<file path="config.mk">
export PLATFORM = sky130hd
export DESIGN_NAME = cpl_lock_ctrl
export DESIGN_NICKNAME = d
export VERILOG_FILES = /design/src/include/cpl_pkg.sv /design/src/include/cpl_store_if.sv /design/src/cpl_lock_ctrl.sv /design/src/cpl_secret_store.sv
export VERILOG_INCLUDE_DIRS = /design/src /design/src/include
export SDC_FILE = /design/constraint.sdc
export NUM_CORES = 1
export LEC_CHECK = 0
export CORE_UTILIZATION = 30
export CTS_BUF_LIST = sky130_fd_sc_hd__clkbuf_4
export DETAILED_ROUTE_END_ITERATION = 7
export DONT_BUFFER_PORTS = 1
export GPL_ROUTABILITY_DRIVEN = 0
export SETUP_SLACK_MARGIN = 0.05
export SLEW_MARGIN = 20
export SYNTH_ARGS = -nofsm -noshare
export SYNTH_HDL_FRONTEND = slang
export SYNTH_SLANG_ARGS = --single-unit
</file>
<file path="constraint.sdc">
create_clock -name clk_sys -period 7.8 [get_ports clk_sys]
set_clock_uncertainty 0.05 [all_clocks]
set_input_delay 0.39 -clock clk_sys [delete_from_list [all_inputs] [get_ports clk_sys]]
set_output_delay 0.39 -clock clk_sys [all_outputs]
set_load 0.005 [all_outputs]
</file>
<file path="src/include/cpl_defs.svh">
`ifndef CPL_DEFS_SVH
`define CPL_DEFS_SVH

// Register offsets on the software port.
`define CPL_OFS_CTRL        4'h0
`define CPL_OFS_BLKLEN      4'h4
`define CPL_OFS_STATUS      4'h8

// Control register bits, each acts as a one-cycle command when written as one.
`define CPL_CTRL_WIPE       0
`define CPL_CTRL_CLRERR     1

// Status register fields.
`define CPL_ST_LOCKED       0
`define CPL_ST_FAIL         1
`define CPL_ST_CRCERR       2
`define CPL_ST_BUSY         3
`define CPL_ST_ERASED       4
`define CPL_ST_LEN_LO       8

// Mode byte flag positions and the only legal forced-erase mode byte.
`define CPL_BIT_ERASE       3
`define CPL_BIT_LOCK        2
`define CPL_BIT_CLR         1
`define CPL_BIT_SET         0
`define CPL_MODE_ERASE_ONLY 8'h08

// Block layout and limits.
`define CPL_BYTE_MODE       8'h00
`define CPL_BYTE_LEN        8'h01
`define CPL_HDR_BYTES       8'h02
`define CPL_ERASE_BLOCK     8'h01
`define CPL_SECRET_BYTES    8'h10
`define CPL_LAST_BIT        3'h7
`define CPL_LAST_CRC_BIT    5'h0f
`define CPL_CRC_POLY        16'h1021
`define CPL_CRC_INIT        16'h0000
`define CPL_BLKLEN_RST      8'h01

`endif

</file>
<file path="src/include/cpl_pkg.sv">
package cpl_pkg;

    typedef logic [7:0]  cpl_byte_t;
    typedef logic [3:0]  cpl_addr_t;
    typedef logic [31:0] cpl_word_t;

    // Gray sequence along idle, data, crc, exec.
    typedef enum logic [1:0] {
        CPL_IDLE = 2'b00,
        CPL_DATA = 2'b01,
        CPL_CRC  = 2'b11,
        CPL_EXEC = 2'b10
    } cpl_state_e;

endpackage : cpl_pkg

</file>
<file path="src/include/cpl_store_if.sv">
`timescale 1ns/1ps
interface cpl_store_if #(parameter int AW = 5);
    logic [AW-1:0] rd_addr;
    logic [7:0]    rd_data;
    logic          wr_en;
    logic [AW-1:0] wr_addr;
    logic [7:0]    wr_data;
    logic          meta_wr;
    logic          meta_bank_in;
    logic [7:0]    meta_len_in;
    logic          meta_bank;
    logic [7:0]    meta_len;

    modport ctrl (output rd_addr, wr_en, wr_addr, wr_data, meta_wr, meta_bank_in, meta_len_in,
                  input  rd_data, meta_bank, meta_len);
    modport store (input  rd_addr, wr_en, wr_addr, wr_data, meta_wr, meta_bank_in, meta_len_in,
                   output rd_data, meta_bank, meta_len);
endinterface : cpl_store_if

</file>
<file path="src/cpl_lock_ctrl.sv">
// Local design decisions: the plain strobed port and the placing of the registers.
`timescale 1ns/1ps
`include "cpl_defs.svh"
module cpl_lock_ctrl #(
    parameter int SECRET_BYTES = 16
) (
    input  wire logic              clk_sys,
    input  wire logic              resetn,
    input  wire cpl_pkg::cpl_addr_t reg_addr,
    input  wire cpl_pkg::cpl_word_t reg_wdata,
    input  wire logic              reg_wr,
    input  wire logic              reg_rd,
    output cpl_pkg::cpl_word_t     reg_rdata,
    input  wire logic              link_clk,
    input  wire logic              link_frame,
    input  wire logic              link_dat,
    output logic                   card_locked,
    output logic                   lock_op_failure_error,
    output logic                   user_access_en,
    output logic                   user_erase_req
);
    import cpl_pkg::*;

    localparam int AW = $clog2(SECRET_BYTES) + 1;

    function automatic logic [15:0] cpl_crc_step(input logic [15:0] c, input logic b);
        cpl_crc_step = {c[14:0], 1'b0} ^ ((c[15] ^ b) ? `CPL_CRC_POLY : 16'h0000);
    endfunction : cpl_crc_step

    cpl_store_if #(.AW(AW)) st ();

    cpl_secret_store #(.AW(AW)) u_store (
        .clk_sys (clk_sys),
        .st      (st.store)
    );

    // Link pins pass two flops before anything looks at them.
    logic [1:0]  clk_sync_reg;
    logic [1:0]  frm_sync_reg;
    logic [1:0]  dat_sync_reg;
    logic        clk_prev_reg;
    logic        clk_rise;
    logic        frame;
    logic        bit_in;

    always_ff @(posedge clk_sys or negedge resetn) begin
        if (!resetn) begin
            clk_sync_reg <= 2'h0;
            frm_sync_reg <= 2'h0;
            dat_sync_reg <= 2'h0;
            clk_prev_reg <= 1'b0;
        end else begin
            clk_sync_reg <= {clk_sync_reg[0], link_clk};
            frm_sync_reg <= {frm_sync_reg[0], link_frame};
            dat_sync_reg <= {dat_sync_reg[0], link_dat};
            clk_prev_reg <= clk_sync_reg[1];
        end
    end

    assign clk_rise = clk_sync_reg[1] & ~clk_prev_reg;
    assign frame    = frm_sync_reg[1];
    assign bit_in   = dat_sync_reg[1];

    // Software registers.
    cpl_byte_t   blk_len_reg;
    logic        wipe_cmd;
    logic        clr_err_cmd;

    assign wipe_cmd    = reg_wr && reg_addr == `CPL_OFS_CTRL && reg_wdata[`CPL_CTRL_WIPE];
    assign clr_err_cmd = reg_wr && reg_addr == `CPL_OFS_CTRL && reg_wdata[`CPL_CTRL_CLRERR];

    always_ff @(posedge clk_sys or negedge resetn) begin
        if (!resetn) begin
            blk_len_reg <= `CPL_BLKLEN_RST;
        end else if (reg_wr && reg_addr == `CPL_OFS_BLKLEN) begin
            blk_len_reg <= reg_wdata[7:0];
        end
    end

    // Receiver.
    cpl_state_e  state_reg;
    logic        armed_reg;
    logic [2:0]  bit_cnt_reg;
    cpl_byte_t   byte_idx_reg;
    cpl_byte_t   shift_reg;
    logic [15:0] crc_reg;
    logic [4:0]  crc_cnt_reg;
    cpl_byte_t   mode_reg;
    cpl_byte_t   len_reg;
    logic        mismatch_reg;
    logic        capture;
    logic        byte_done;
    cpl_byte_t   byte_val;
    cpl_byte_t   pw_idx;
    cpl_byte_t   new_idx;
    cpl_byte_t   stored_len;
    logic        in_old;

    assign stored_len = st.meta_len;
    assign capture    = clk_rise && frame &&
                        (state_reg == CPL_DATA || state_reg == CPL_CRC || (state_reg == CPL_IDLE && armed_reg));
    assign byte_val   = {shift_reg[6:0], bit_in};
    assign byte_done  = capture && state_reg != CPL_CRC && bit_cnt_reg == `CPL_LAST_BIT;
    assign pw_idx     = byte_idx_reg - `CPL_HDR_BYTES;
    assign new_idx    = pw_idx - stored_len;
    // In a set request the old password occupies the first stored_len bytes.
    assign in_old     = mode_reg[`CPL_BIT_SET] ? (pw_idx < stored_len) : 1'b1;

    always_ff @(posedge clk_sys or negedge resetn) begin
        if (!resetn) begin
            state_reg <= CPL_IDLE;
        end else begin
            case (state_reg)
                CPL_IDLE: begin
                    if (capture) begin
                        state_reg <= (blk_len_reg == 8'h01 && bit_cnt_reg == `CPL_LAST_BIT) ? CPL_CRC : CPL_DATA;
                    end
                end
                CPL_DATA: begin
                    if (!frame) begin
                        state_reg <= CPL_IDLE;
                    end else if (byte_done && byte_idx_reg == blk_len_reg - 8'h01) begin
                        state_reg <= CPL_CRC;
                    end
                end
                CPL_CRC: begin
                    if (!frame) begin
                        state_reg <= CPL_IDLE;
                    end else if (capture && crc_cnt_reg == `CPL_LAST_CRC_BIT) begin
                        state_reg <= CPL_EXEC;
                    end
                end
                default: begin
                    state_reg <= CPL_IDLE;
                end
            endcase
        end
    end

    // A new block may start only after the frame has been seen low.
    always_ff @(posedge clk_sys or negedge resetn) begin
        if (!resetn) begin
            armed_reg <= 1'b0;
        end else if (state_reg != CPL_IDLE) begin
            armed_reg <= 1'b0;
        end else if (!frame) begin
            armed_reg <= 1'b1;
        end
    end

    always_ff @(posedge clk_sys or negedge resetn) begin
        if (!resetn) begin
            bit_cnt_reg  <= 3'h0;
            byte_idx_reg <= 8'h00;
            shift_reg    <= 8'h00;
            crc_reg      <= `CPL_CRC_INIT;
            crc_cnt_reg  <= 5'h00;
        end else if (state_reg == CPL_IDLE && !capture) begin
            bit_cnt_reg  <= 3'h0;
            byte_idx_reg <= 8'h00;
            crc_reg      <= `CPL_CRC_INIT;
            crc_cnt_reg  <= 5'h00;
        end else if (capture) begin
            crc_reg <= cpl_crc_step(crc_reg, bit_in);
            if (state_reg == CPL_CRC) begin
                crc_cnt_reg <= crc_cnt_reg + 5'h01;
            end else begin
                shift_reg   <= byte_val;
                bit_cnt_reg <= bit_cnt_reg + 3'h1;
                if (byte_done) begin
                    byte_idx_reg <= byte_idx_reg + 8'h01;
                end
            end
        end
    end

    always_ff @(posedge clk_sys or negedge resetn) begin
        if (!resetn) begin
            mode_reg     <= 8'h00;
            len_reg      <= 8'h00;
            mismatch_reg <= 1'b0;
        end else if (state_reg == CPL_IDLE && !capture) begin
            mode_reg     <= 8'h00;
            len_reg      <= 8'h00;
            mismatch_reg <= 1'b0;
        end else if (byte_done) begin
            if (byte_idx_reg == `CPL_BYTE_MODE) begin
                mode_reg <= byte_val;
            end else if (byte_idx_reg == `CPL_BYTE_LEN) begin
                len_reg <= byte_val;
            end else if (in_old && (pw_idx >= stored_len || byte_val != st.rd_data)) begin
                mismatch_reg <= 1'b1;
            end
        end
    end

    // New password bytes go to the idle bank; the live bank is untouched until commit.
    assign st.rd_addr = {st.meta_bank, pw_idx[AW-2:0]};
    assign st.wr_en   = byte_done && byte_idx_reg >= `CPL_HDR_BYTES && mode_reg[`CPL_BIT_SET] &&
                        !in_old && new_idx < `CPL_SECRET_BYTES;
    assign st.wr_addr = {~st.meta_bank, new_idx[AW-2:0]};
    assign st.wr_data = byte_val;

    // Decision on a complete block.
    logic        exec;
    logic        crc_ok;
    logic        hdr_ok;
    logic        match;
    cpl_byte_t   new_len;
    logic        op_fail;
    logic        op_lock;
    logic        op_unlock;
    logic        op_commit;
    logic        op_clear;
    logic        op_erase;
    logic        locked_reg;

    assign crc_ok  = crc_reg == `CPL_CRC_INIT;
    assign exec    = state_reg == CPL_EXEC && crc_ok;
    assign hdr_ok  = blk_len_reg == len_reg + `CPL_HDR_BYTES;
    assign match   = !mismatch_reg && hdr_ok && len_reg == stored_len;
    assign new_len = len_reg - stored_len;

    always_comb begin
        op_fail   = 1'b0;
        op_lock   = 1'b0;
        op_unlock = 1'b0;
        op_commit = 1'b0;
        op_clear  = 1'b0;
        op_erase  = 1'b0;
        if (mode_reg[`CPL_BIT_ERASE]) begin
            if (mode_reg != `CPL_MODE_ERASE_ONLY || blk_len_reg != `CPL_ERASE_BLOCK) begin
                op_fail = 1'b1;
            end else if (!locked_reg) begin
                op_fail = 1'b1;
            end else begin
                op_erase = 1'b1;
            end
        end else if (mode_reg[`CPL_BIT_CLR]) begin
            if (match && stored_len != 8'h00) begin
                op_clear = 1'b1;
            end else begin
                op_fail = 1'b1;
            end
        end else if (mode_reg[`CPL_BIT_SET]) begin
            if (!mismatch_reg && hdr_ok && len_reg >= stored_len && new_len != 8'h00 &&
                new_len <= `CPL_SECRET_BYTES) begin
                op_commit = 1'b1;
                op_lock   = mode_reg[`CPL_BIT_LOCK];
            end else begin
                op_fail = 1'b1;
            end
        end else if (mode_reg[`CPL_BIT_LOCK]) begin
            if (locked_reg || stored_len == 8'h00 || !match) begin
                op_fail = 1'b1;
            end else begin
                op_lock = 1'b1;
            end
        end else begin
            if (!locked_reg || !match) begin
                op_fail = 1'b1;
            end else begin
                op_unlock = 1'b1;
            end
        end
    end

    // Stored length and bank pointer update.
    always_comb begin
        st.meta_wr      = 1'b0;
        st.meta_bank_in = st.meta_bank;
        st.meta_len_in  = stored_len;
        if (wipe_cmd) begin
            st.meta_wr      = 1'b1;
            st.meta_bank_in = 1'b0;
            st.meta_len_in  = 8'h00;
        end else if (exec && op_commit) begin
            st.meta_wr      = 1'b1;
            st.meta_bank_in = ~st.meta_bank;
            st.meta_len_in  = new_len;
        end else if (exec && (op_clear || op_erase)) begin
            st.meta_wr     = 1'b1;
            st.meta_len_in = 8'h00;
        end
    end

    // Lock state: resolved from the stored length right after reset release.
    logic pwrup_reg;

    always_ff @(posedge clk_sys or negedge resetn) begin
        if (!resetn) begin
            pwrup_reg  <= 1'b1;
            locked_reg <= 1'b1;
        end else begin
            pwrup_reg <= 1'b0;
            if (wipe_cmd) begin
                locked_reg <= 1'b0;
            end else if (pwrup_reg) begin
                locked_reg <= stored_len != 8'h00;
            end else if (exec && op_lock) begin
                locked_reg <= 1'b1;
            end else if (exec && (op_unlock || op_erase)) begin
                locked_reg <= 1'b0;
            end
        end
    end

    // Sticky flags and the one-cycle erase request; for the sticky flags a new event wins over a software clear in the same cycle.
    logic fail_reg;
    logic crc_err_reg;
    logic erased_reg;
    logic erase_req_reg;

    always_ff @(posedge clk_sys or negedge resetn) begin
        if (!resetn) begin
            fail_reg      <= 1'b0;
            crc_err_reg   <= 1'b0;
            erased_reg    <= 1'b0;
            erase_req_reg <= 1'b0;
        end else begin
            erase_req_reg <= exec && op_erase;
            if (exec && op_fail) begin
                fail_reg <= 1'b1;
            end else if (clr_err_cmd) begin
                fail_reg <= 1'b0;
            end
            if ((state_reg == CPL_EXEC && !crc_ok) ||
                ((state_reg == CPL_DATA || state_reg == CPL_CRC) && !frame)) begin
                crc_err_reg <= 1'b1;
            end else if (clr_err_cmd) begin
                crc_err_reg <= 1'b0;
            end
            if (exec && op_erase) begin
                erased_reg <= 1'b1;
            end else if (clr_err_cmd) begin
                erased_reg <= 1'b0;
            end
        end
    end

    // Register read port, data one cycle after the strobe.
    cpl_word_t rdata_reg;
    cpl_word_t status_word;

    always_comb begin
        status_word                                  = 32'h0000_0000;
        status_word[`CPL_ST_LOCKED]                  = locked_reg;
        status_word[`CPL_ST_FAIL]                    = fail_reg;
        status_word[`CPL_ST_CRCERR]                  = crc_err_reg;
        status_word[`CPL_ST_BUSY]                    = state_reg != CPL_IDLE;
        status_word[`CPL_ST_ERASED]                  = erased_reg;
        status_word[`CPL_ST_LEN_LO +: 8]             = stored_len;
    end

    always_ff @(posedge clk_sys or negedge resetn) begin
        if (!resetn) begin
            rdata_reg <= 32'h0000_0000;
        end else if (reg_rd) begin
            if (reg_addr == `CPL_OFS_STATUS) begin
                rdata_reg <= status_word;
            end else if (reg_addr == `CPL_OFS_BLKLEN) begin
                rdata_reg <= {24'h00_0000, blk_len_reg};
            end else begin
                rdata_reg <= 32'h0000_0000;
            end
        end else begin
            rdata_reg <= 32'h0000_0000;
        end
    end

    assign reg_rdata             = rdata_reg;
    assign card_locked           = locked_reg;
    assign lock_op_failure_error = fail_reg;
    assign user_access_en        = !locked_reg;
    assign user_erase_req        = erase_req_reg;
endmodule : cpl_lock_ctrl

</file>
<file path="src/cpl_secret_store.sv">
`timescale 1ns/1ps
// Two banks of secret bytes plus the bank pointer and stored length.
// Nothing here is reset: it models storage that survives power cycles.
module cpl_secret_store #(
    parameter int AW = 5
) (
    input wire logic clk_sys,
    cpl_store_if.store st
);
    logic [7:0] mem [0:(1<<AW)-1];
    logic [7:0] rd_data_reg;
    logic       bank_reg;
    logic [7:0] len_reg;

    always_ff @(posedge clk_sys) begin
        if (st.wr_en) begin
            mem[st.wr_addr] <= st.wr_data;
        end
        rd_data_reg <= mem[st.rd_addr];
    end

    always_ff @(posedge clk_sys) begin
        if (st.meta_wr) begin
            bank_reg <= st.meta_bank_in;
            len_reg  <= st.meta_len_in;
        end
    end

    assign st.rd_data   = rd_data_reg;
    assign st.meta_bank = bank_reg;
    assign st.meta_len  = len_reg;
endmodule : cpl_secret_store

</file>
Yosys cells after proc, flatten, opt, wreduce, memory -nomap -nowiden. Memory sizes are Yosys's and may differ from the RTL's. A register that Yosys moved wholly into a read port is not among the register bits. Cells that the tools add are included.

Bits in registers: 121. RAM bits: 256. Output and inout bits: 36. Logic and storage cells: 234. Memories: 1.

$add $sub $neg: 8. Order comparisons: 6. Eq/ne operators: 23. Muxes and demuxes: 85. Bitwise logic cells: 7. Reductions and logical operators: 80.

Memory list: u_store.mem (words 32, width 8, read ports 1, clocked after Yosys merged registers in 1, wr ports 1, line cpl_secret_store.sv:10) `logic [7:0] mem [0:(1<<AW)-1];`.

Operators by type and width (number): 8-bit 2-to-1 mux (14); 32-bit 2-to-1 mux (2); 1-bit 2-to-1 mux (53); 1-bit logical AND (33); 16-bit 2-to-1 mux (2); 8-bit == test (3); 2-bit nonzero test (11); 8-bit by 1-bit == test with 1-bit output (second input constant) (2); 8-bit >= comparator (2); 16-bit logical NOT (1); 8-bit logical NOT (2); 8-bit nonzero test (2); 8-bit subtractor (2); 16-bit by 13-bit bitwise XOR with 16-bit output (1); 5-bit 2-to-1 mux (3); 13-bit 2-to-1 mux (1); 2-bit 2-to-1 mux (6); 3-bit AND reduction (4); 1-bit logical OR (10); 2-bit AND reduction (5); 3-bit 2-to-1 mux (3); 8-bit by 1-bit adder with 8-bit output (second input constant) (1); 8-bit by 2-bit adder with 8-bit output (second input constant) (1); 8-bit by 2-bit >= comparator with 1-bit output (second input constant) (1); 29 further kinds (44).

Depth between registers and ports, before layout. Gate-level depths: netlist of the first run.

Word-level depth: 17. Depth in mapped cells: 17.

By module. From an unflattened synthesis of the first run, not the netlist that was laid out.

Cells, all modules: 1037. Area total of the unflattened synthesis: 16169.3 um^2.

By module, submodules not included: cpl_secret_store (instances 1, cells each 426, area an instance 10323.7 um^2); cpl_lock_ctrl (instances 1, cells each 611, area an instance 5845.6 um^2).

Least setup slack after synthesis of the first run. Ideal clock, no wire load.

Path type: reg2reg. From: register byte_idx_reg[1]. To: memory u_store.mem[0][0] (enable). Setup time: 395 ps. Arrival: 4982 ps. Required time: 7355 ps. Setup slack: 2374 ps. Cell stages (with the launch flop): 16. Buffers on the path: 5. Clock period less this slack: 5426 ps. Cells stage by stage: dfrtp_1 clkbuf_1 clkbuf_1 buf_1 inv_1 ha_1 xor2_1 buf_4 ha_1 o21ai_1 nor3b_1 nor2_1 a2111oi_0 o21ai_1 buf_2 nor4_1.

Word-level cells in the longest chain between the ends: 8. Elaborated cells on any way between the ends: 13.

RTL lines: start: declaration (line cpl_lock_ctrl.sv:84) `cpl_byte_t byte_idx_reg;`; start signal: assignment (line cpl_lock_ctrl.sv:171) `byte_idx_reg <= byte_idx_reg + 8'h01;`; branches (longest 8 deep; another with 8-bit by 2-bit subtractor with 8-bit output); end: declaration (line cpl_secret_store.sv:10).

Several ways; the timed one is not identified.

Final worst setup path of the first run.
From: register byte_idx_reg[1]. To: memory u_store.mem[0][1] (enable).

Same word-level chain as after synthesis.

==> run_results.csv, run 1 <==
group,metric,value,unit
detailed_routing,ant_nets,0,
detailed_routing,viasPerCell,4.91,
clocking,cts_root_buffer,"clkbuf_4",
outcome,violations,"DRC",
clocking,clkSinkCount,369,
pwr,p_leak,6.66,nW
finish,antenna-diode-count,0,
min_path,worstHoldPathCells,4,
place,io_buffers,0,
grt,grt_overflow,0,
die,fp.dieH,234,um
synthesis,synth_area_leaders,"edfxtp_1, dfrtp_1, mux4_2",
die,die_area,54900,um2
worst_setup_path,worstPathMaxFanout,39,
synthesis,ys_ff_latch,369,
outcome,status,"finished with violations",
synthesis,synth_edf_count,265,
finish,final_cell_area,18600,um2
die,initial_core_util,30.5,%
sta,finalSetupViolations,0,
job,max_cap_viol_count,0,
finish,nFillCells,5163,
die,core_area,53000,um2
pwr,pwr_density_cell,241,nW/um2
clocking,ctsHtreeMaxLevel,3,
synthesis,synth_top_area_share,49.2,%
worst_setup_path,path_class,"reg2reg",
die,row_count,84,
place,hpwlAfterDp,21800,um
detailed_routing,drt_iter0_drc,670,
synthesis,seq_area_frac_synth,65.0,%
worst_setup_path,worstPathArrival,5980,ps
synthesis,synth_flop_cell,"edfxtp_1",
grt,grt_pass1_wl,55200,um
synthesis,synth_top_area_cell,"edfxtp_1",
sta,rsz0062_at_grt,"false",
finish,final_common_cell,"edfxtp_1",
sta,period_share,71.8,%
finish,largest_reg_flops,256,
die,pin_count,79,
sta,fmax,0.178,GHz
worst_setup_path,ff2ff_path_depth,12,
synthesis,synth_cell_types,66,
sta,holdWs,77.4,ps
grt,grt_pass1_vias,9474,
sta,worstMarginPinSlew,1000,ps
synthesis,avgSynthCellArea,15.4,um2
sta,max_slew_margin,33.3,%
finish,nNetsFinal,1234,
detailed_routing,first_pass_iters,7,
pwr,ir_drop,132,uV
clocking,cts_setup_buffers,0,
detailed_routing,route.detailed.drc,2,
detailed_routing,wl,35300,um
detailed_routing,wire_per_inst,18.4,um
sta,min_period,5600,ps
detailed_routing,via_count,9418,
worst_setup_path,required,8180,ps
clocking,clockBufferDepth,3,
grt,grt_usage,13.2,%
finish,fin_util,35.1,%
clocking,cts_tree,"yes",
synthesis,synth-warning-count,0,
sta,tns,0,ps
worst_setup_path,worstSetupEndpointType,"flop",
clocking,insertion_delay,730,ps
die,die_x,234,um
worst_setup_path,startpoint_type,"flop",
finish,final_cell_mix,"edfxtp_1, clkbuf_4, dfrtp_1",
synthesis,async_reset_ff_share,26.0,%
grt,grt_max_degree,97,
sta,slew_violations,0,
sta,final-hold-violation-count,0,
finish,drive_gt1_share,26.2,%
place,place_area,17200,um2
synthesis,syn_inst,1051,
grt,antenna_found_initial,0,
synthesis,netlist_area,16200,um2
clocking,clkTransAtPathRegs,70,ps
finish,syn_to_final_growth,15.0,%
min_path,hold_path.class,"in2reg",
clocking,cts_buffers,94,
==> final timing paths <==
kind                            startpoint                end  slack (ps)
max                        byte_idx_reg[1]  u_store.mem[0][1]        2200
min                                 reg_wr         erased_reg          80
max reg2reg                byte_idx_reg[1]  u_store.mem[0][1]        2200
min reg2reg                frm_sync_reg[0]    frm_sync_reg[1]         290
max in group asynchronous           resetn    byte_idx_reg[0]        7080
min in group asynchronous           resetn         len_reg[4]         200
==> layer usage <==
metal	vias up	global-route usage [%]	wire length, um
met5	-	0	0
met4	0	4.42	679
met3	59	3.06	1910
met2	289	20.9	16900
met1	4772	17.9	15800
li1	4298	-	-
==> critical path, stage by stage (launching register included) <==
cell and delay (ps):
dfrtp_2 1010, inv_1 250, ha_1 980, inv_1 110, ha_1 390, nor2b_1 160
o21ai_1 210, nor3b_1 220, nor2_1 60, a2111oi_0 720, o21ai_4 430, nor4_1 450
buf_4 250
==> cell families after synthesis <==
| kind of cell | after synthesis | share of synthesized area [%] |
|---|---|---|
| flip-flops | 369 | 65.0 |
| AND/OR/NAND/NOR | 278 | 8.85 |
| multiplexers | 124 | 14.0 |
| AO/OA/AOI/OAI | 99 | 4.00 |
| buffers and inverters | 96 | 2.70 |
| XOR/XNOR | 53 | 2.87 |
| adder cells (fa/ha/maj) | 31 | 2.49 |
| other | 1 | 0.0232 |
==> cell type report <==
type	count	area, um2	share of cell area [%]
clock buffer	139	1040	5.61
timing repair buffer	63	551	2.96
tap	688	861	4.63
inverter	27	101	0.545
sequential	369	10500	56.6
clock inverter	28	191	1.03
multi-input combinational	605	5330	28.7
==> synthesized netlist by cell type, types with 23 or more instances <==
cell type  instances
edfxtp_1         265
dfrtp_1           93
nand2_1           81
mux4_2            80
nor2_1            59
nor4_1            42
clkbuf_1          37
xnor2_1           34
ha_1              29
inv_1             27
o21ai_0           25
mux2_2            23
==> metrics by stage <==
step	setup slack, ps	cells	power, mW
after floorplan	2370	1070	2.66
after global routing	1740	1919	4.71
final	2200	1919	4.48
after detailed placement	2160	1735	2.85
after global placement	2420	1735	2.82
after CTS	2140	1918	4.56
==> power by group <==
| part | internal [mW] | leakage (nW) | switching (mW) |
|---|---|---|---|
| clock network | 0.913 | 0.731 | 0.758 |
| registers | 2.30 | 3.79 | 0.0800 |
| logic | 0.119 | 2.14 | 0.313 |
==> what timing repair did <==
action | CTS | global route
hold buffers | 16 | 0
setup endpoints to repair | 0 | 0
resized for setup | 0 | 0
hold endpoints to repair | 122 | 0
Note: power is estimated with default switching activity, not from simulation.
==> run 2, diff against run 1 <==
- clock period: 7.8 -> 4.6 ns (I/O delays scaled with it)
==> run 2 against run 1 <==
The flow still finishes with violations (DRC). First-iteration DRC count decreased by 13%. Die area unchanged. Sequential share of layout area decreased by 1.4 points. Critical path depth increased by 1. Routed wire length increased by 2.2%. Flip-flop and latch count unchanged. Core utilization increased by 0.91 points. Largest power group unchanged.
==> run_results.csv, run 2 (synthesis results as in run 1) <==
group,metric,value,unit
die,fp.dieH,234,um
grt,grt_max_degree,91,
worst_setup_path,worstPathArrival,4530,ps
clocking,insertion_delay,750,ps
grt,grt_pass1_vias,9622,
outcome,violations,"DRC",
place,io_buffers,0,
clocking,ctsHtreeMaxLevel,3,
finish,final_common_cell,"edfxtp_1",
worst_setup_path,path_buf_inv,3,
place,place_area,17500,um2
grt,grt_overflow,0,
worst_setup_path,required,4880,ps
die,die_area,54900,um2
sta,finalSetupViolations,0,
die,core_area,53000,um2
place,hpwlAfterDp,22600,um
worst_setup_path,startpoint_type,"flop",
worst_setup_path,critPathMaxStageDelay,490,ps
sta,slew_violations,0,
grt,grt_usage,13.6,%
detailed_routing,wl,36100,um
worst_setup_path,path_common_cell,"ha_1",
sta,holdWs,118,ps
pwr,pwr_density_cell,397,nW/um2
clocking,clockBufferDepth,3,
detailed_routing,route.detailed.drc,3,
clocking,clkTransAtPathRegs,70,ps
grt,antenna_found_initial,0,
detailed_routing,ant_nets,0,
worst_setup_path,crit_path_top_delay_cell,"nor4_4",
worst_setup_path,worstPathMaxFanout,15,
clocking,cts_buffers,96,
sta,rsz0062_at_grt,"false",
clocking,cts_root_buffer,"clkbuf_4",
min_path,hold_path.class,"in2reg",
worst_setup_path,crit_family,"simple AND/OR/NAND/NOR gates",
finish,fin_util,36.0,%
sta,tns,0,ps
worst_setup_path,r2r_setup_slack,350,ps
clocking,cts_tree,"yes",
pwr,ir_drop,248,uV
sta,worstMarginPinSlew,1050,ps
finish,fin_cells,1917,
finish,drive_gt1_share,27.5,%
sta,max_slew_margin,29.8,%
grt,grt_pass1_wl,56300,um
finish,nNetsFinal,1233,
clocking,clkSinkCount,369,
detailed_routing,wire_per_inst,18.8,um
worst_setup_path,cp_cell_sequence,"inv_1 > ha_1 > or3b_2 > xnor2_1 > ha_1 > nand4_1 > a21oi_1 > a211oi_1 > a2111oi_0 > buf_4 > o21ai_4 > buf_12 > nor4_4",
job,max_cap_viol_count,0,
finish,final_cell_area,19100,um2
sta,fmax,0.235,GHz
pwr,p_leak,6.83,nW
detailed_routing,via_count,9329,
die,pin_count,79,
sta,period_share,92.4,%
sta,min_period,4250,ps
finish,syn_to_final_growth,18.0,%
outcome,status,"finished with violations",
sta,final-hold-violation-count,0,
place,dp.cells,1716,
finish,largest_reg_flops,256,
detailed_routing,first_pass_iters,7,
die,initial_core_util,30.5,%
worst_setup_path,path_class,"reg2reg",
die,row_count,84,
detailed_routing,drt_iter0_drc,580,
finish,antenna-diode-count,0,
finish,final_cell_mix,"edfxtp_1, clkbuf_4, dfrtp_1",
die,die_x,234,um
detailed_routing,viasPerCell,4.87,
worst_setup_path,worstSetupEndpointType,"flop",
==> run 2: cell types whose count changed in the layout (fill, tap and decap cells not counted), sizes merged <==
cell and delta:
clkbuf +1, inv +1, bufinv -2, dlygate4sd3 +17, clkinv +1, buf -20
==> run 2: metal layers <==
layer	vias to the layer above	wire length, um	track usage [%]
met5	-	0	0
met4	0	744	4.55
met3	61	1940	3.48
met2	251	17100	21.4
met1	4719	16300	18.2
li1	4298	-	-
==> run 2: path summary, 6_finish.rpt <==
path	to	cells past startpoint	startpoint
hold reg to reg	frm_sync_reg[1]	0	frm_sync_reg[0]
max in group asynchronous	lock_op_failure_error	4	resetn
min in group asynchronous	user_erase_req	3	resetn
setup reg to reg	u_store.mem[0][4]	13	byte_idx_reg[2]
hold / removal	u_store.st.meta_bank	4	reg_wr
setup / recovery	u_store.mem[0][4]	13	byte_idx_reg[2]
==> run 2: timing repair <==
action / CTS / global route
setup buffers: 0 / 0
hold buffers: 33 / 0
gates resized for setup: 0 / 0
hold endpoints to repair: 134 / 0
==> run 2: final cells by class <==
cell class / instances / area (um2)
fill: 5074 / 33900
sequential: 369 / 10500
multi-input combinational: 605 / 5800
clock buffer: 140 / 1050
tap: 688 / 861
timing repair buffer: 60 / 596
clock inverter: 28 / 154
inverter: 27 / 101
==> run 2: per-stage QoR <==
stage | worst slack [ps] | power, mW
after floorplan | 93.9 | 4.51
after global placement | 303 | 4.81
after detailed placement | 382 | 4.84
after CTS | 310 | 7.69
after global routing | 89.8 | 7.94
final | 349 | 7.58
==> run 2: worst min-delay path: cells and delay by family <==
family	cells	cell delay, ps
and+or+nand+nor	4	510
==> run 2: power by group <==
part	internal (mW)	switching [mW]
sequential	3.90	0.132
clock	1.45	1.31
combinational	0.228	0.558
total	5.58	2.00
